`config.mk`:
```
export PLATFORM = sky130hd
export DESIGN_NAME = tor_thermal_override
export DESIGN_NICKNAME = d
export VERILOG_FILES = /design/src/tor_pkg.sv /design/src/tor_thermal_override.sv
export VERILOG_INCLUDE_DIRS = /design/src
export SDC_FILE = /design/constraint.sdc
export NUM_CORES = 1
export LEC_CHECK = 0
export BUFFER_PORTS_ARGS = -buffer_cell sky130_fd_sc_hd__buf_2
export CELL_PAD_IN_SITES_DETAIL_PLACEMENT = 1
export CELL_PAD_IN_SITES_GLOBAL_PLACEMENT = 1
export CORE_ASPECT_RATIO = 1.4
export CORE_MARGIN = 2
export CORE_UTILIZATION = 48
export CTS_CLUSTER_SIZE = 16
export DETAILED_ROUTE_END_ITERATION = 10
export GPL_ROUTABILITY_DRIVEN = 0
export PLACE_DENSITY_LB_ADDON = 0.1
export REMOVE_ABC_BUFFERS = 1
export SYNTH_ARGS = -nofsm -noshare
export SYNTH_HDL_FRONTEND = slang
export SYNTH_SLANG_ARGS = --single-unit
```
`constraint.sdc`:
```
create_clock -name clk_sys -period 7.3 [get_ports clk_sys]
set_input_delay 0.73 -clock clk_sys [delete_from_list [all_inputs] [get_ports clk_sys]]
set_output_delay 0.73 -clock clk_sys [all_outputs]
set_load 0.01 [all_outputs]
```
`src/tor_consts.svh`:
```
/*
 * Offsets, field positions, reset values and response codes for the
 * thermal override and hysteresis block.
 * Assumes a single inclusion point per compilation unit.
 */
`ifndef TOR_CONSTS_SVH
`define TOR_CONSTS_SVH

// Register indices; the AXI byte address is four times the index.
`define TOR_IDX_OP_R1      8'h33
`define TOR_IDX_OP_LOC     8'h34
`define TOR_IDX_OP_R2      8'h35
`define TOR_IDX_RANGE_R1   8'h5f
`define TOR_IDX_RANGE_LOC  8'h60
`define TOR_IDX_RANGE_R2   8'h61
`define TOR_IDX_ACOUSTIC   8'h62
`define TOR_IDX_LIM_R1     8'h6a
`define TOR_IDX_LIM_LOC    8'h6b
`define TOR_IDX_LIM_R2     8'h6c
`define TOR_IDX_HYST_A     8'h6d
`define TOR_IDX_HYST_B     8'h6e
`define TOR_IDX_TMIN_R1    8'h70
`define TOR_IDX_TMIN_LOC   8'h71
`define TOR_IDX_TMIN_R2    8'h72
`define TOR_IDX_STATUS     8'h73

// Reset values.
`define TOR_RST_OP         8'ha4
`define TOR_RST_LIM        8'ha4
`define TOR_RST_RANGE      8'hc0
`define TOR_RST_ACOUSTIC   8'h00
`define TOR_RST_HYST_A     8'h44
`define TOR_RST_HYST_B     8'h40
`define TOR_RST_TMIN       8'h80

// Field positions.
`define TOR_HYST_HI_MSB    7
`define TOR_HYST_HI_LSB    4
`define TOR_HYST_LO_MSB    3
`define TOR_HYST_LO_LSB    0
`define TOR_KEEP_RUN_LSB   5

// Duty codes and bus responses.
`define TOR_DUTY_FULL      8'hff
`define TOR_DUTY_OFF       8'h00
`define TOR_RESP_OKAY      2'h0
`define TOR_RESP_SLVERR    2'h2

`endif

```
`src/tor_pkg.sv`:
```
/*
 * Types shared by the thermal override and hysteresis block.
 * Assumes nothing of its surroundings.
 */
package tor_pkg;

    typedef logic [7:0] tor_byte_t;
    typedef logic [3:0] tor_hyst_t;

endpackage

```
`src/tor_thermal_override.sv`:
```
/*
 * Critical temperature override, fan on/off hysteresis, keep-running
 * selection and dynamic minimum temperature stepping for three channels,
 * with its registers behind an AXI4-Lite slave.
 * Assumes temperature readings, the conversion strobe, the step strobe
 * and the automatic and minimum duties come from logic on clk_sys.
 */
// Behaviour
// RQ1 - Any channel above limit forces full duty
// RQ2 - Hold full duty until below limit minus hysteresis
// RQ3 - Hysteresis fields reset to four degrees
// RQ4 - Override ignores all automatic fan settings
// RQ5 - Three critical limit registers, reset 0xA4
// RQ6 - 0x6D holds remote1 and local hysteresis
// RQ7 - 0x6E holds remote2 hysteresis in 7:4
// RQ8 - Hysteresis is four bits, whole degrees
// RQ9 - Software should never program zero hysteresis
// RQ10 - Same hysteresis for override and fan off
// RQ11 - 0x62 bits 7:5 select per-fan keep running
// RQ12 - Bit clear stops fan below min minus hysteresis
// RQ13 - Bit set runs fan at minimum duty
// RQ14 - Keep-running fans ignore the hysteresis; fan_on_r still uses it to switch them from auto to min duty
// RQ15 - Three operating point registers, reset 0xA4
// RQ16 - Operating points are 8-bit whole degrees
// RQ17 - Zone below operating point raises minimum temp
// RQ18 - Zone above operating point lowers minimum temp
// RQ19 - Range fields in 0x5F-0x61 reset to 1100
// RQ20 - Comparisons use the reading's own encoding
// RQ21 - Evaluate per conversion, release strictly below
`timescale 1ns/1ps
`default_nettype none
`include "tor_consts.svh"

module tor_thermal_override #(
    parameter int ADDR_W = 12
) (
    // Clock and reset
    input  wire logic                  clk_sys,
    input  wire logic                  rst_n,
    // AXI4-Lite write address and data
    input  wire logic [ADDR_W-1:0]     s_axi_awaddr,
    input  wire logic                  s_axi_awvalid,
    output logic                       s_axi_awready,
    input  wire logic [31:0]           s_axi_wdata,
    input  wire logic [3:0]            s_axi_wstrb,
    input  wire logic                  s_axi_wvalid,
    output logic                       s_axi_wready,
    // AXI4-Lite write response
    output logic [1:0]                 s_axi_bresp,
    output logic                       s_axi_bvalid,
    input  wire logic                  s_axi_bready,
    // AXI4-Lite read
    input  wire logic [ADDR_W-1:0]     s_axi_araddr,
    input  wire logic                  s_axi_arvalid,
    output logic                       s_axi_arready,
    output logic [31:0]                s_axi_rdata,
    output logic [1:0]                 s_axi_rresp,
    output logic                       s_axi_rvalid,
    input  wire logic                  s_axi_rready,
    // Temperature readings and strobes
    input  wire tor_pkg::tor_byte_t    temp_remote1,
    input  wire tor_pkg::tor_byte_t    temp_local,
    input  wire tor_pkg::tor_byte_t    temp_remote2,
    input  wire logic                  conv_done,
    input  wire logic                  dyn_step,
    // Duty demands from the automatic loop
    input  wire tor_pkg::tor_byte_t    auto_duty_one,
    input  wire tor_pkg::tor_byte_t    auto_duty_two,
    input  wire tor_pkg::tor_byte_t    auto_duty_three,
    input  wire tor_pkg::tor_byte_t    min_duty_one,
    input  wire tor_pkg::tor_byte_t    min_duty_two,
    input  wire tor_pkg::tor_byte_t    min_duty_three,
    // Fan drive and critical indication
    output tor_pkg::tor_byte_t         fan_drive_one,
    output tor_pkg::tor_byte_t         fan_drive_two,
    output tor_pkg::tor_byte_t         fan_drive_three,
    output logic                       critical_temp_pin_n,
    // Dynamic minimum temperatures
    output tor_pkg::tor_byte_t         tmin_remote1,
    output tor_pkg::tor_byte_t         tmin_local,
    output tor_pkg::tor_byte_t         tmin_remote2
);
    import tor_pkg::*;

    ////////////////////////////////////////////////////////////////////////
    // Storage.

    tor_byte_t  op_r     [3];
    tor_byte_t  lim_r    [3];
    tor_byte_t  range_r  [3];
    tor_byte_t  tmin_r   [3];
    tor_byte_t  duty_r   [3];
    tor_byte_t  acou_r;
    tor_byte_t  hyst_a_r;
    tor_byte_t  hyst_b_r;
    logic [2:0] ovr_r;
    logic [2:0] fan_on_r;
    logic       crit_n_r;

    tor_byte_t  temp     [3];
    tor_byte_t  auto_d   [3];
    tor_byte_t  min_d    [3];

    logic [ADDR_W-1:0] awaddr_r;
    logic [31:0]       wdata_r;
    logic [3:0]        wstrb_r;
    logic              aw_full_r;
    logic              w_full_r;
    logic              awready_r;
    logic              wready_r;
    logic              bvalid_r;
    logic [1:0]        bresp_r;
    logic              arready_r;
    logic              rvalid_r;
    logic [31:0]       rdata_r;
    logic [1:0]        rresp_r;

    assign temp   = '{temp_remote1, temp_local, temp_remote2};
    assign auto_d = '{auto_duty_one, auto_duty_two, auto_duty_three};
    assign min_d  = '{min_duty_one, min_duty_two, min_duty_three};

    ////////////////////////////////////////////////////////////////////////
    // Helpers.

    // One shared field per channel feeds the override, fan-off and operating point thresholds.
    function automatic tor_hyst_t hyst_of(input int ch);
        case (ch)
            0:       hyst_of = hyst_a_r[`TOR_HYST_HI_MSB:`TOR_HYST_HI_LSB];
            1:       hyst_of = hyst_a_r[`TOR_HYST_LO_MSB:`TOR_HYST_LO_LSB];
            default: hyst_of = hyst_b_r[`TOR_HYST_HI_MSB:`TOR_HYST_HI_LSB];
        endcase // see RQ6 see RQ7 see RQ10
    endfunction

    // True when temp < level - hyst, done as temp + hyst < level in nine
    // bits so a level below the hysteresis can never wrap round.
    function automatic logic below_release(input tor_byte_t t,
                                           input tor_byte_t level,
                                           input tor_hyst_t h);
        below_release = ({1'b0, t} + {5'h00, h}) < {1'b0, level};
    endfunction // see RQ20 see RQ21

    ////////////////////////////////////////////////////////////////////////
    // Bus write channel.

    logic [7:0] wr_idx;
    logic       wr_go;
    logic       wr_hit;

    assign wr_idx = awaddr_r[9:2];
    assign wr_go  = aw_full_r && w_full_r && !bvalid_r;

    always_ff @(posedge clk_sys or negedge rst_n) begin
        if (!rst_n) begin
            aw_full_r <= 1'b0;
            awready_r <= 1'b0;
            awaddr_r  <= '0;
        end else if (wr_go) begin
            aw_full_r <= 1'b0;
            awready_r <= 1'b1;
        end else if (awready_r && s_axi_awvalid) begin
            aw_full_r <= 1'b1;
            awready_r <= 1'b0;
            awaddr_r  <= s_axi_awaddr;
        end else begin
            awready_r <= !aw_full_r;
        end
    end

    always_ff @(posedge clk_sys or negedge rst_n) begin
        if (!rst_n) begin
            w_full_r <= 1'b0;
            wready_r <= 1'b0;
            wdata_r  <= '0;
            wstrb_r  <= '0;
        end else if (wr_go) begin
            w_full_r <= 1'b0;
            wready_r <= 1'b1;
        end else if (wready_r && s_axi_wvalid) begin
            w_full_r <= 1'b1;
            wready_r <= 1'b0;
            wdata_r  <= s_axi_wdata;
            wstrb_r  <= s_axi_wstrb;
        end else begin
            wready_r <= !w_full_r;
        end
    end

    always_comb begin
        case (wr_idx)
            `TOR_IDX_OP_R1, `TOR_IDX_OP_LOC, `TOR_IDX_OP_R2,
            `TOR_IDX_RANGE_R1, `TOR_IDX_RANGE_LOC, `TOR_IDX_RANGE_R2,
            `TOR_IDX_ACOUSTIC, `TOR_IDX_LIM_R1, `TOR_IDX_LIM_LOC,
            `TOR_IDX_LIM_R2, `TOR_IDX_HYST_A, `TOR_IDX_HYST_B,
            `TOR_IDX_TMIN_R1, `TOR_IDX_TMIN_LOC,
            `TOR_IDX_TMIN_R2: wr_hit = 1'b1;
            default:          wr_hit = 1'b0;
        endcase
    end

    always_ff @(posedge clk_sys or negedge rst_n) begin
        if (!rst_n) begin
            bvalid_r <= 1'b0;
            bresp_r  <= `TOR_RESP_OKAY;
        end else if (wr_go) begin
            bvalid_r <= 1'b1;
            bresp_r  <= wr_hit ? `TOR_RESP_OKAY : `TOR_RESP_SLVERR;
        end else if (s_axi_bready) begin
            bvalid_r <= 1'b0;
        end
    end

    ////////////////////////////////////////////////////////////////////////
    // Configuration registers. Only byte lane 0 carries data.

    logic wr_b0;
    assign wr_b0 = wr_go && wstrb_r[0];

    always_ff @(posedge clk_sys or negedge rst_n) begin
        if (!rst_n) begin
            for (int c = 0; c < 3; c++) begin
                op_r[c]    <= `TOR_RST_OP;    // see RQ15
                lim_r[c]   <= `TOR_RST_LIM;   // see RQ5
                range_r[c] <= `TOR_RST_RANGE; // see RQ19
            end
            acou_r   <= `TOR_RST_ACOUSTIC;
            hyst_a_r <= `TOR_RST_HYST_A; // see RQ3
            hyst_b_r <= `TOR_RST_HYST_B; // see RQ3
        end else if (wr_b0) begin
            case (wr_idx)
                `TOR_IDX_OP_R1:     op_r[0]    <= wdata_r[7:0]; // see RQ16
                `TOR_IDX_OP_LOC:    op_r[1]    <= wdata_r[7:0];
                `TOR_IDX_OP_R2:     op_r[2]    <= wdata_r[7:0];
                `TOR_IDX_RANGE_R1:  range_r[0] <= wdata_r[7:0];
                `TOR_IDX_RANGE_LOC: range_r[1] <= wdata_r[7:0];
                `TOR_IDX_RANGE_R2:  range_r[2] <= wdata_r[7:0];
                `TOR_IDX_ACOUSTIC:  acou_r     <= wdata_r[7:0];
                `TOR_IDX_LIM_R1:    lim_r[0]   <= wdata_r[7:0];
                `TOR_IDX_LIM_LOC:   lim_r[1]   <= wdata_r[7:0];
                `TOR_IDX_LIM_R2:    lim_r[2]   <= wdata_r[7:0];
                // Zero is stored as written; it simply removes hysteresis.
                `TOR_IDX_HYST_A:    hyst_a_r   <= wdata_r[7:0]; // see RQ8
                `TOR_IDX_HYST_B: begin
                    hyst_b_r <= {wdata_r[7:4], 4'h0}; // see RQ7 see RQ9
                end
                default: ;
            endcase
        end
    end

    ////////////////////////////////////////////////////////////////////////
    // Dynamic minimum temperature. A software write wins over a step.

    always_ff @(posedge clk_sys or negedge rst_n) begin
        if (!rst_n) begin
            for (int c = 0; c < 3; c++) tmin_r[c] <= `TOR_RST_TMIN;
        end else begin
            for (int c = 0; c < 3; c++) begin
                if (wr_b0 && wr_idx == `TOR_IDX_TMIN_R1 + 8'(c)) begin
                    tmin_r[c] <= wdata_r[7:0];
                end else if (dyn_step) begin
                    if (temp[c] > op_r[c]) begin
                        if (tmin_r[c] != 8'h00) begin
                            tmin_r[c] <= tmin_r[c] - 8'h01; // see RQ18
                        end
                    end else if (below_release(temp[c], op_r[c],
                                               hyst_of(c))) begin
                        if (tmin_r[c] < op_r[c]) begin
                            tmin_r[c] <= tmin_r[c] + 8'h01; // see RQ17
                        end
                    end
                end
            end
        end
    end

    ////////////////////////////////////////////////////////////////////////
    // Critical override, evaluated once per completed conversion.

    always_ff @(posedge clk_sys or negedge rst_n) begin
        if (!rst_n) begin
            ovr_r <= 3'h0;
        end else if (conv_done) begin
            for (int c = 0; c < 3; c++) begin
                if (temp[c] > lim_r[c]) begin
                    ovr_r[c] <= 1'b1; // see RQ1 see RQ20 see RQ21
                end else if (below_release(temp[c], lim_r[c],
                                           hyst_of(c))) begin
                    ovr_r[c] <= 1'b0; // see RQ2 see RQ10
                end
            end
        end
    end

    // Fan on/off state with the same hysteresis as the override.
    always_ff @(posedge clk_sys or negedge rst_n) begin
        if (!rst_n) begin
            fan_on_r <= 3'h0;
        end else if (conv_done) begin
            for (int c = 0; c < 3; c++) begin
                if (temp[c] > tmin_r[c]) begin
                    fan_on_r[c] <= 1'b1;
                end else if (below_release(temp[c], tmin_r[c],
                                           hyst_of(c))) begin
                    fan_on_r[c] <= 1'b0; // see RQ10
                end
            end
        end
    end

    ////////////////////////////////////////////////////////////////////////
    // Fan drive. The override sits above every other choice and no
    // configuration bit can mask it.

    always_ff @(posedge clk_sys or negedge rst_n) begin
        if (!rst_n) begin
            for (int f = 0; f < 3; f++) duty_r[f] <= `TOR_DUTY_OFF;
            crit_n_r <= 1'b1;
        end else begin
            crit_n_r <= !(|ovr_r);
            for (int f = 0; f < 3; f++) begin
                if (|ovr_r) begin
                    duty_r[f] <= `TOR_DUTY_FULL; // see RQ1 see RQ4
                end else if (acou_r[`TOR_KEEP_RUN_LSB + f]) begin
                    // Keep-running fans drop to min_d instead of off once fan_on_r clears at the off threshold.
                    duty_r[f] <= fan_on_r[f] ? auto_d[f]
                                             : min_d[f]; // see RQ13 RQ14
                end else if (fan_on_r[f]) begin
                    duty_r[f] <= auto_d[f]; // see RQ11
                end else begin
                    duty_r[f] <= `TOR_DUTY_OFF; // see RQ12
                end
            end
        end
    end

    ////////////////////////////////////////////////////////////////////////
    // Bus read channel.

    logic [7:0]  rd_idx;
    logic [7:0]  rd_val;
    logic        rd_hit;

    assign rd_idx = s_axi_araddr[9:2];

    always_comb begin
        rd_hit = 1'b1;
        rd_val = 8'h00;
        case (rd_idx)
            `TOR_IDX_OP_R1:     rd_val = op_r[0];
            `TOR_IDX_OP_LOC:    rd_val = op_r[1];
            `TOR_IDX_OP_R2:     rd_val = op_r[2];
            `TOR_IDX_RANGE_R1:  rd_val = range_r[0];
            `TOR_IDX_RANGE_LOC: rd_val = range_r[1];
            `TOR_IDX_RANGE_R2:  rd_val = range_r[2];
            `TOR_IDX_ACOUSTIC:  rd_val = acou_r;
            `TOR_IDX_LIM_R1:    rd_val = lim_r[0];
            `TOR_IDX_LIM_LOC:   rd_val = lim_r[1];
            `TOR_IDX_LIM_R2:    rd_val = lim_r[2];
            `TOR_IDX_HYST_A:    rd_val = hyst_a_r;
            `TOR_IDX_HYST_B:    rd_val = hyst_b_r;
            `TOR_IDX_TMIN_R1:   rd_val = tmin_r[0];
            `TOR_IDX_TMIN_LOC:  rd_val = tmin_r[1];
            `TOR_IDX_TMIN_R2:   rd_val = tmin_r[2];
            `TOR_IDX_STATUS:    rd_val = {2'h0, fan_on_r, ovr_r};
            default:            rd_hit = 1'b0;
        endcase
    end

    always_ff @(posedge clk_sys or negedge rst_n) begin
        if (!rst_n) begin
            arready_r <= 1'b0;
            rvalid_r  <= 1'b0;
            rdata_r   <= '0;
            rresp_r   <= `TOR_RESP_OKAY;
        end else if (arready_r && s_axi_arvalid) begin
            arready_r <= 1'b0;
            rvalid_r  <= 1'b1;
            rdata_r   <= {24'h000000, rd_val};
            rresp_r   <= rd_hit ? `TOR_RESP_OKAY : `TOR_RESP_SLVERR;
        end else if (rvalid_r && s_axi_rready) begin
            rvalid_r  <= 1'b0;
            arready_r <= 1'b1;
        end else begin
            arready_r <= !rvalid_r;
        end
    end

    ////////////////////////////////////////////////////////////////////////
    // Outputs.

    assign s_axi_awready       = awready_r;
    assign s_axi_wready        = wready_r;
    assign s_axi_bvalid        = bvalid_r;
    assign s_axi_bresp         = bresp_r;
    assign s_axi_arready       = arready_r;
    assign s_axi_rvalid        = rvalid_r;
    assign s_axi_rdata         = rdata_r;
    assign s_axi_rresp         = rresp_r;
    assign fan_drive_one       = duty_r[0];
    assign fan_drive_two       = duty_r[1];
    assign fan_drive_three     = duty_r[2];
    assign critical_temp_pin_n = crit_n_r;
    assign tmin_remote1        = tmin_r[0];
    assign tmin_local          = tmin_r[1];
    assign tmin_remote2        = tmin_r[2];

endmodule
`default_nettype wire

```
Word-level counts from Yosys, hierarchy flattened
Cells that the tools add are included.
{"block": "totals", "output_inout_bits": 90, "ff_bits": 185}
{"block": "classes", "n_reduce_logical": 63, "n_addsub": 15, "eq_ne": 34, "n_mux": 82, "magnitude_cmp": 21, "n_bitwise": 1}
{"operator": "8-bit 2-to-1 mux", "n": 30}
{"operator": "8-bit by 7-bit equality test with 1-bit output, second input constant", "n": 25}
{"operator": "8-bit one-hot mux with 16 select lines", "n": 1}
{"operator": "4-bit 2-to-1 mux", "n": 21}
{"operator": "8-bit by 4-bit adder with 9-bit output", "n": 9}
{"operator": "9-bit by 8-bit less-than comparator with 1-bit output", "n": 9}
{"operator": "8-bit > comparator", "n": 9}
{"operator": "8-bit by 6-bit equality test with 1-bit output, second input constant", "n": 6}
{"operator": "2-bit AND reduction", "n": 20}
{"operator": "1-bit 2-to-1 mux", "n": 28}
{"operator": "2-bit nonzero test", "n": 13}
{"operator": "8-bit by 1-bit adder with 8-bit output, second input constant", "n": 3}
{"operator": "8-bit less-than comparator", "n": 3}
{"operator": "8-bit nonzero test", "n": 3}
{"operator": "8-bit by 1-bit subtractor with 8-bit output, second input constant", "n": 3}
{"operator": "3-bit nonzero test", "n": 6}
{"operator": "16-bit OR reduction", "n": 1}
{"operator": "15-bit OR reduction", "n": 1}
{"operator": "4-bit AND reduction", "n": 3}
{"operator": "1-bit logical AND", "n": 10}
{"operator": "3-bit by 2-bit inequality test with 1-bit output, second input constant", "n": 3}
{"operator": "1-bit logical NOT", "n": 5}
{"operator": "2-bit 2-to-1 mux", "n": 2}
{"operator": "3-bit OR reduction", "n": 1}
{"operator": "1-bit inverter", "n": 1}

Depth between registers and ports, before layout
Gate-level depths: netlist of run 1.
{"block": "depth", "depth_word": 11, "ltp_mapped": 17, "ltp_nobuf": 16}

Worst setup path after synthesis of run 1
Ideal clock, no wire load.
{"block": "synth_timing", "kind": "input -> register", "from": "in temp_local[0]", "to": "reg tmin_r, in the netlist tmin_local[1]", "stages": 15, "arrival_ps": 3595, "required_ps": 7175, "path_slack_ps": 3580, "path_cell_list": "ha_1 > inv_1 > fa_1 > nand2b_1 > a21oi_1 > and3_1 > xor2_1 > ha_1 > a21oi_1 > o21ai_0 > o21bai_1 > a211oi_2 > o211ai_4 > mux2i_1 > mux2_2"}
{"block": "synth_via", "elab_chain_cells": 4}
{"item": "start, declared", "line_no": "tor_thermal_override.sv:62", "text": "input wire tor_pkg::tor_byte_t temp_local,"}
{"item": "8-bit by 4-bit adder with 9-bit output or 8-bit > comparator (tied branches)", "line_no": "tor_thermal_override.sv:139, tor_thermal_override.sv:261"}
{"item": "9-bit by 8-bit less-than comparator with 1-bit output or 8-bit 2-to-1 mux (tied branches)", "line_no": "tor_thermal_override.sv:139, tor_thermal_override.sv:261"}
{"item": "3-bit nonzero test (no line) or 8-bit 2-to-1 mux (tied branches)"}
{"item": "4-bit AND reduction (no line) or 8-bit 2-to-1 mux (tied branches)"}
{"item": "end signal, assigned by index", "line_no": "tor_thermal_override.sv:259", "text": "tmin_r[c] <= wdata_r[7:0];"}
{"item": "end signal, assigned by index", "line_no": "tor_thermal_override.sv:263", "text": "tmin_r[c] <= tmin_r[c] - 8'h01;"}
{"item": "end signal, assigned by index", "line_no": "tor_thermal_override.sv:268", "text": "tmin_r[c] <= tmin_r[c] + 8'h01;"}
{"item": "end, declared", "line_no": "tor_thermal_override.sv:91", "text": "tor_byte_t tmin_r [3];"}
Several ways; a longest one is shown, not always the timed one. The select of a mux whose other input is x is not followed.
A chain may end at the register's enable or synchronous reset.

Worst setup path in the final report of run 1
{"block": "layout_timing", "from": "reg hyst_a_r[4]", "to": "reg tmin_r, in the netlist tmin_remote1[1]"}
{"block": "layout_via", "elab_chain_cells": 7}
{"item": "start, declared", "line_no": "tor_thermal_override.sv:94", "text": "tor_byte_t hyst_a_r;"}
{"item": "start signal, assigned", "line_no": "tor_thermal_override.sv:226", "text": "hyst_a_r <= `TOR_RST_HYST_A;"}
{"item": "start signal, assigned", "line_no": "tor_thermal_override.sv:241", "text": "`TOR_IDX_HYST_A: hyst_a_r <= wdata_r[7:0];"}
{"item": "4-bit 2-to-1 mux", "line_no": "tor_thermal_override.sv:261", "text": "if (temp[c] > op_r[c]) begin"}
{"item": "4-bit 2-to-1 mux", "line_no": "tor_thermal_override.sv:260", "text": "end else if (dyn_step) begin"}
{"item": "4-bit 2-to-1 mux", "line_no": "tor_thermal_override.sv:258", "text": "if (wr_b0 && wr_idx == `TOR_IDX_TMIN_R1 + 8'(c)) begin"}
{"item": "8-bit by 4-bit adder with 9-bit output", "line_no": "tor_thermal_override.sv:139", "text": "below_release = ({1'b0, t} + {5'h00, h}) < {1'b0, level};"}
{"item": "9-bit by 8-bit less-than comparator with 1-bit output", "line_no": "tor_thermal_override.sv:139"}
{"item": "3-bit nonzero test (no line)"}
{"item": "4-bit AND reduction (no line)"}
No other way between the ends. The select of a mux whose other input is x is not followed.

==> metrics.md, run 1 <==
| Metric | Value |
|---|---|
| Mapped cell area | 13,500 um^2 |
| Power consumption | 4.41 mW |
| Syn-to-layout area delta | 11.8% |
| Vias post-DR | 11,627 |
| Die width | 146 um |
| Status | finished clean |
| Sw frac | 43.8% |
| Worst skew pair latency | 0.44 ns |
| Yosys top cell area share | 27.8% |
| Port Buf Inserts | 169 |
| CTS tree | done |
| Non-filler cells, final | 1,934 |
| Avg Inst Size Synth | 9.58 um^2 |
| Clk slew on worst S/H paths | 0.07 ns |
| Setup bufs post-CTS | 0 |
| Clk_skew | 0.0104 ns |
| Routed wire length | 44.2 mm |
| Nets | 1,884 |
| Clk root buf | clkbuf_16 |
| I/O pin count | 231 |
| MaxCap Viol Count | 0 |
| Post-detail-place hpwl | 33.9 mm |
| Pwr Density | 293 nW/um^2 |
| Rel. slew slack | 21.9% |
| Worst Setup End Kind | flop |
| RSZ-0062 raised after global routing | no |
| Internal power | 2.48 mW |
| Tcrit/Tclk final | 54.5% |
| Total gr overflow | 0 |
| Die height | 202 um |
| Hold Crit Class | input pin to asynchronous set/reset pin |
| Synth area leaders | dfrtp_1 28%, ha_1 17%, mux2_2 6.5% |
| # hold bufs at CTS | 0 |
| Max VDD drop | 260 uV |
| Fin. Hold Viols | 0 |
| Element type at the critical path start | flop |
| Setup violations, final | 0 |
| Number of synthesized flops with an enable pin | 0 |
| Die area | 29,500 um^2 |
| Worst-Margin Slew | 1.17 ns |
| H-tree depth | 4 |
| Synth warnings | 0 |
| Top FF cell, synth | dfrtp_1 |
| Initial antenna violation count | 1 |
| Max frequency | 251 MHz |
| Placeable Area | 27,700 um^2 |
| Max Slew Vio Count | 0 |
| WP data required | 7.66 ns |
| Antenna cell count | 0 |
| Cells after Synth | 1,408 |
| Sequential group share of total power | 39.0% |
| Routed WL per cell | 22.9 um |
| Vias per cell | 6.01 |
| R2R Path Start | hyst_a_r[4]$_DFFE_PN0P_ |
| Final worst slack | 3.32 ns |
| Clock power share | 20.4% |
| Distinct cells, synth | 78 |
| Num rows | 72 |
| Setup WS pre-CTS | 2.89 ns |
| Worst setup endpoint | tmin_remote1[1]$_DFFE_PN0P_ |
| First-pass GRT wire length | 69.7 mm |
| Cell taking the most area after synthesis | dfrtp_1 |
| Largest net degree at the start of global routing | 107 |
| GRT Resource Usage Total | 30.4% |
| Critical path class | flop to flop |
| Commonest non-fill, non-tap cell in the layout | ha_1 |
| Worst Setup SP | hyst_a_r[4]$_DFFE_PN0P_ |
| Number of clock sinks | 181 |
| Placed insts | 1,902 |
| Layout cells sized above 1 | 21.5% |
| Worst reg-to-reg setup slack | 3.32 ns |
| Seq cells post-synth | 181 |
| DRC | 0 |
| DR pass1 iterations | 8 |
| Setup TNS | 0 ns |
| Most frequent cells in the layout | 186 x ha_1, 168 x buf_2, 150 x dfrtp_1 |
| Period minus WS final | 3.98 ns |
| Switch Pwr | 1.93 mW |
| Static leakage | 6.76 nW |
| CP Max Fanout | 9 |
| Ys async rst share | 100% |
| Bufs on Longest Clock Path | 2 |
| Final Util | 54.5% |
| Initial DRC Count | 591 |
| Part of the Yosys area used for sequential elements | 33.9% |
| # resized after CTS | 0 |
| Logic gate share of total power | 40.7% |
| Critical Path AT | 4.34 ns |
| Routed Antenna Nets | 0 |
| Initial Utilization | 48.8% |
| Worst reg2reg path endpoint | tmin_remote1[1]$_DFFE_PN0P_ |
| Worst-case reg-to-reg path depth | 16 |
| CTS Buf Count | 17 |
| Vias in the first global route | 12,362 |
==> per-layer routing <==
metal | global-route usage, % | up-vias | part of all wire (%)
li1 | - | 5413 | -
met1 | 36.1 | 5812 | 40
met2 | 54.8 | 315 | 52
met3 | 4.40 | 85 | 4.3
met4 | 12.3 | 2 | 3.6
met5 | 0 | - | 0.020
==> Yosys cell counts, types with 5 or more instances <==
cell,number
nand2_1,102
a221o_1,23
a31oi_1,9
a21oi_1,73
mux2_2,78
o21a_1,7
a222oi_1,8
a221oi_1,6
xnor2_1,26
nor3_1,17
buf_2,8
o211ai_1,16
o21ai_0,112
and3_1,8
nand3_1,30
nor2_1,62
nand2b_1,21
a211oi_1,10
nor2b_1,26
and2_1,9
a32oi_1,7
o22ai_1,8
buf_4,28
o31ai_1,5
inv_1,106
a21o_1,27
mux2i_1,18
a22oi_1,17
xor2_1,10
nand3b_1,6
dfstp_2,31
fa_1,6
dfrtp_1,150
nand4_1,26
ha_1,186
clkbuf_1,35
nor4_1,15
==> power by group through the flow <==
| stage | clock, mW | combinational, mW | sequential, mW |
|---|---|---|---|
| 2_1_floorplan | 0 | 1.23 | 1.50 |
| 3_3_place_gp | 0 | 1.70 | 1.73 |
| 3_5_place_dp | 0 | 1.79 | 1.73 |
| 4_1_cts | 0.915 | 1.81 | 1.71 |
| 5_1_grt | 0.951 | 2.04 | 1.75 |
| 6_report | 0.899 | 1.79 | 1.72 |
==> how the worst min path moves through the flow <==
stage | start | endpoint | slack, ns | cells after the start
floorplan | rst_n | acou_r[0]$_DFFE_PN0P_ | 0.43 | 0
global placement | s_axi_bresp[1]$_DFFE_PN0P_ | s_axi_bresp[1]$_DFFE_PN0P_ | 0.46 | 2
detailed placement | range_r[14]$_DFFE_PN1P_ | range_r[14]$_DFFE_PN1P_ | 0.47 | 2
CTS | rst_n | fan_drive_three[0]$_DFF_PN0_ | 0.42 | 1
global route | rst_n | fan_drive_one[4]$_DFF_PN0_ | 0.45 | 1
finish | rst_n | fan_drive_three[2]$_DFF_PN0_ | 0.37 | 1
==> through the flow <==
stage,cell area [um^2],hold WS (ns)
floorplan,13200,0.434
global placement,14500,0.464
detailed placement,14500,0.472
CTS,15100,0.423
global route,15100,0.450
finish,15100,0.367
==> worst max-delay path, cell delays in order, from the launching register on <==
cell	delay, ns
dfrtp_1	0.43
ha_1	0.20
inv_1	0.06
fa_1	0.41
nor2b_1	0.13
o21ai_0	0.07
or2b_2	0.21
nand3_1	0.10
xnor2_1	0.30
ha_1	0.33
a21oi_1	0.15
o21ai_0	0.10
o21bai_1	0.16
a2bb2oi_1	0.28
a31o_1	0.47
mux2_4	0.35
a21oi_1	0.16
==> state kept, by name, indices dropped and copies added, names as in the netlist, 4 cells and up <==
| name | flops |
|---|---|
| tmin_remote2 | 8 |
| acou_r | 8 |
| s_axi_rdata | 8 |
| awaddr_r | 8 |
| op_r | 24 |
| hyst_a_r | 8 |
| tmin_local | 8 |
| lim_r | 24 |
| fan_drive_two | 8 |
| range_r | 24 |
| fan_drive_three | 8 |
| tmin_remote1 | 8 |
| wdata_r | 8 |
| hyst_b_r | 4 |
| fan_drive_one | 8 |
==> kinds of logic after synthesis <==
family / count (synthesis) / share of synthesized area (%)
compound gates: 369 / 18.2
simple gates: 351 / 13.4
fa+ha+maj: 192 / 18.1
flops: 181 / 33.9
buf+inv: 181 / 6.02
mux: 97 / 7.96
xor+xnor: 36 / 2.34
other cells: 1 / 0.0278
==> final cells by class <==
class | instances | area [um^2]
inverter | 106 | 398
multi-input combinational | 1071 | 8200
sequential | 181 | 4570
clock buffer | 19 | 433
tap | 370 | 463
clock inverter | 13 | 123
timing repair buffer | 174 | 892
fill | 3234 | 12600
No activity file was read; power rests on OpenSTA's default activity.
==> run 2: changes to the inputs <==
--- a/config.mk
+++ b/config.mk
@@ -11,7 +11,7 @@
 export CELL_PAD_IN_SITES_GLOBAL_PLACEMENT = 1
 export CORE_ASPECT_RATIO = 1.4
 export CORE_MARGIN = 2
-export CORE_UTILIZATION = 48
+export CORE_UTILIZATION = 40
 export CTS_CLUSTER_SIZE = 16
 export DETAILED_ROUTE_END_ITERATION = 10
 export GPL_ROUTABILITY_DRIVEN = 0
==> constraint.sdc (replaced) <==
create_clock -name clk_sys -period 3.45 [get_ports clk_sys]
set_input_delay 0.345 -clock clk_sys [delete_from_list [all_inputs] [get_ports clk_sys]]
set_output_delay 0.345 -clock clk_sys [all_outputs]
set_load 0.01 [all_outputs]
==> run 2 against run 1 <==
The flow now finishes with violations (negative hold slack). Register-to-register slack worse by 3.3 ns. Sequential share of layout area down 2.6 points. Highest routed layer is now met4. Power grew 130%. Non-clock buffer count up 110. Maximum frequency rose by 17%. Combinational power increased to 2.5 times the previous value. Largest cell class unchanged. Flip-flop and latch count did not move. Routed wire length up 8.7%.
==> metrics.md, run 2 (synthesis results as in run 1) <==
| Metric | Value |
|---|---|
| R2R Path Start | hyst_a_r[4]$_DFFE_PN0P_ |
| Fin. Hold Viols | 13 (+13) |
| First-pass GRT wire length | 73.0 mm (+4.7%) |
| Routed WL per cell | 22.7 um (-0.84%) |
| Rel. slew slack | 32.3% (+10 points) |
| Period minus WS final | 3.42 ns (-0.564 ns) |
| CTS tree | done |
| Routed Antenna Nets | 0 (unchanged) |
| Critical Path AT | 3.79 ns (-0.55 ns) |
| Hold WS | -0.0499 ns (-0.417 ns) |
| Worst Setup SP | hyst_a_r[4]$_DFFE_PN0P_ |
| Worst reg2reg path endpoint | tmin_remote1[7]$_DFFE_PN1P_ |
| Max stage delay cell, worst path | dfrtp_1 |
| Critical path class | flop to flop |
| Max VDD drop | 525 uV (+100%) |
| Die area | 35,200 um^2 (+20%) |
| DR pass1 iterations | 5 (-3) |
| Fillers | 3,897 (+21%) |
| Initial DRC Count | 698 (+18%) |
| WP data required | 3.82 ns (-3.84 ns) |
| Initial Utilization | 40.6% (-8.2 points) |
| Routed wire length | 48.0 mm (+8.7%) |
| CP peak stage delay | 0.42 ns (-0.05 ns) |
| Power consumption | 10.3 mW (+130%) |
| Bufs on Longest Clock Path | 2 (unchanged) |
| Syn-to-layout area delta | 22.3% |
| Clk_skew | 0.0112 ns (+0.000794 ns) |
| Largest regs | lim_r x24, op_r x24, range_r x24 |
| Cell mode on critical path | o21ai_1 |
| Worst-case reg-to-reg path depth | 17 (+1) |
| Post-detail-place hpwl | 37.4 mm (+10%) |
| Most frequent cells in the layout | 173 x ha_1, 169 x buf_2, 150 x dfrtp_1 |
| RSZ-0062 raised after global routing | yes |
| CTS Buf Count | 17 (unchanged) |
| Max frequency | 293 MHz (+17%) |
| Number of clock sinks | 181 (unchanged) |
| Clk root buf | clkbuf_16 |
| Largest net degree at the start of global routing | 101 (-5.6%) |
| H-tree depth | 4 (unchanged) |
| Worst-Margin Slew | 1.02 ns (-0.151 ns) |
| Die height | 221 um (+9.4%) |
| Pwr Density | 622 nW/um^2 (+110%) |
| GRT Resource Usage Total | 27.1% (-3.3 points) |
| Hold Crit Class | input pin to asynchronous set/reset pin |
| Worst setup endpoint | tmin_remote1[7]$_DFFE_PN1P_ |
| Die width | 159 um (+9.3%) |
| Worst skew pair latency | 0.46 ns (+0.02 ns) |
| Setup violations, final | 0 (unchanged) |
| Element type at the critical path start | flop |
| MaxCap Viol Count | 0 (unchanged) |
| Status | finished with violations |
| Placeable Area | 33,200 um^2 (+20%) |
| Setup WS pre-CTS | -0.192 ns (-3.09 ns) |
| Layout cells sized above 1 | 29.7% (+8.3 points) |
| Max Slew Vio Count | 0 (unchanged) |
| Clk slew on worst S/H paths | 0.07 ns (about the same) |
| Static leakage | 7.41 nW (+9.6%) |
| Port Buf Inserts | 169 (unchanged) |
| Total gr overflow | 0 (unchanged) |
| Vias in the first global route | 12,586 (+1.8%) |
| Vias per cell | 5.67 (-5.7%) |
| Tcrit/Tclk final | 99.0% (+45 points) |
| Num rows | 79 (+9.7%) |
| Worst reg-to-reg setup slack | 0.03 ns (-3.29 ns) |
| I/O pin count | 231 (unchanged) |
| Worst Setup End Kind | flop |
| DRC | 0 (unchanged) |
| Nets | 1,994 (+5.8%) |
| Initial antenna violation count | 1 (unchanged) |
| Final Util | 49.7% (-4.9 points) |
| CP Max Fanout | 6 (-3) |
| Final worst slack | 0.0333 ns (-3.29 ns) |
| Failing checks | negative hold slack |
| Commonest non-fill, non-tap cell in the layout | ha_1 |
| Vias post-DR | 12,018 (+3.4%) |
| Worst path cell trace | ha_2 > inv_2 > fa_2 > nor2b_1 > o21ai_1 > or2b_4 > nand3_4 > xnor2_2 > ha_1 > nand2_1 > o21ai_1 > o21bai_1 > a2bb2oi_2 > a31o_1 > buf_6 > a31oi_4 > or3b_1 |
[run 2: cell count changes in the layout (fill, tap and decap cells not counted), moves of 5 or more]
cell,delta
a21oi_1,-11
a21oi_2,+9
buf_4,+99
buf_6,+7
ha_1,-13
ha_4,+11
inv_1,-6
inv_2,+5
o21ai_0,-8
o21ai_1,+7
[run 2: cell type report]
cell class / instances / area (um^2) / share of cell area (%)
clock inverter: 13 / 193 / 1.17
antenna: 1 / 2.50 / 0.0152
timing repair buffer: 284 / 1780 / 10.8
sequential: 181 / 4570 / 27.7
tap: 445 / 557 / 3.37
multi-input combinational: 1071 / 8550 / 51.9
inverter: 106 / 402 / 2.43
clock buffer: 19 / 443 / 2.68
[run 2: what timing repair did]
item,4_1_cts,5_1_grt
resized for setup,11,62
cloned,0,0
pin swaps,4,29
hold buffers,0,0
buffers inserted,1,15
endpoints found under the setup margin,16,24
[run 2: worst min path at each step]
stage                               startpoint                           end  slack (ns)  cells after the start
floorplan                                rst_n         acou_r[0]$_DFFE_PN0P_        0.05                      0
global placement    s_axi_bresp[1]$_DFFE_PN0P_    s_axi_bresp[1]$_DFFE_PN0P_        0.46                      2
detailed placement  s_axi_bresp[1]$_DFFE_PN0P_    s_axi_bresp[1]$_DFFE_PN0P_        0.47                      2
CTS                                      rst_n  fan_drive_three[4]$_DFF_PN0_        0.02                      1
global route                             rst_n       fan_on_r[1]$_DFFE_PN0P_        0.05                      1
finish                                   rst_n  fan_drive_three[1]$_DFF_PN0_       -0.05                      1
[run 2: metrics by stage]
stage          instance area (um^2)  hold WS, ns  cells  TNS [ns]
2_1_floorplan                 13200       0.0494   1358         0
3_3_place_gp                  15300        0.464   2071    -0.147
3_5_place_dp                  15300        0.475   2071     -1.92
4_1_cts                       16000       0.0179   2104         0
5_1_grt                       16500       0.0460   2119     -1.00
6_report                      16500      -0.0499   2120         0
[run 2: power breakdown]
group          total (mW)  switching [mW]  internal, mW
clock                2.16           0.914          1.25
sequential           3.58            1.01          2.56
combinational        4.52            2.45          2.08
total                10.3            4.37          5.88
[run 2: critical path: cells and delay by family (launching register included)]
kind,cells,cell delay [ns]
fa+ha+maj,3,0.90
simple gates,5,0.83
compound gates,6,0.82
flops,1,0.42
buf+inv,2,0.21
xor+xnor,1,0.14
[run 2: per-layer routing]
layer	track usage, %	routed length (um)
met1	31.7	19300
met2	49.2	24900
met3	3.45	1730
met4	12.1	2170
met5	0	0
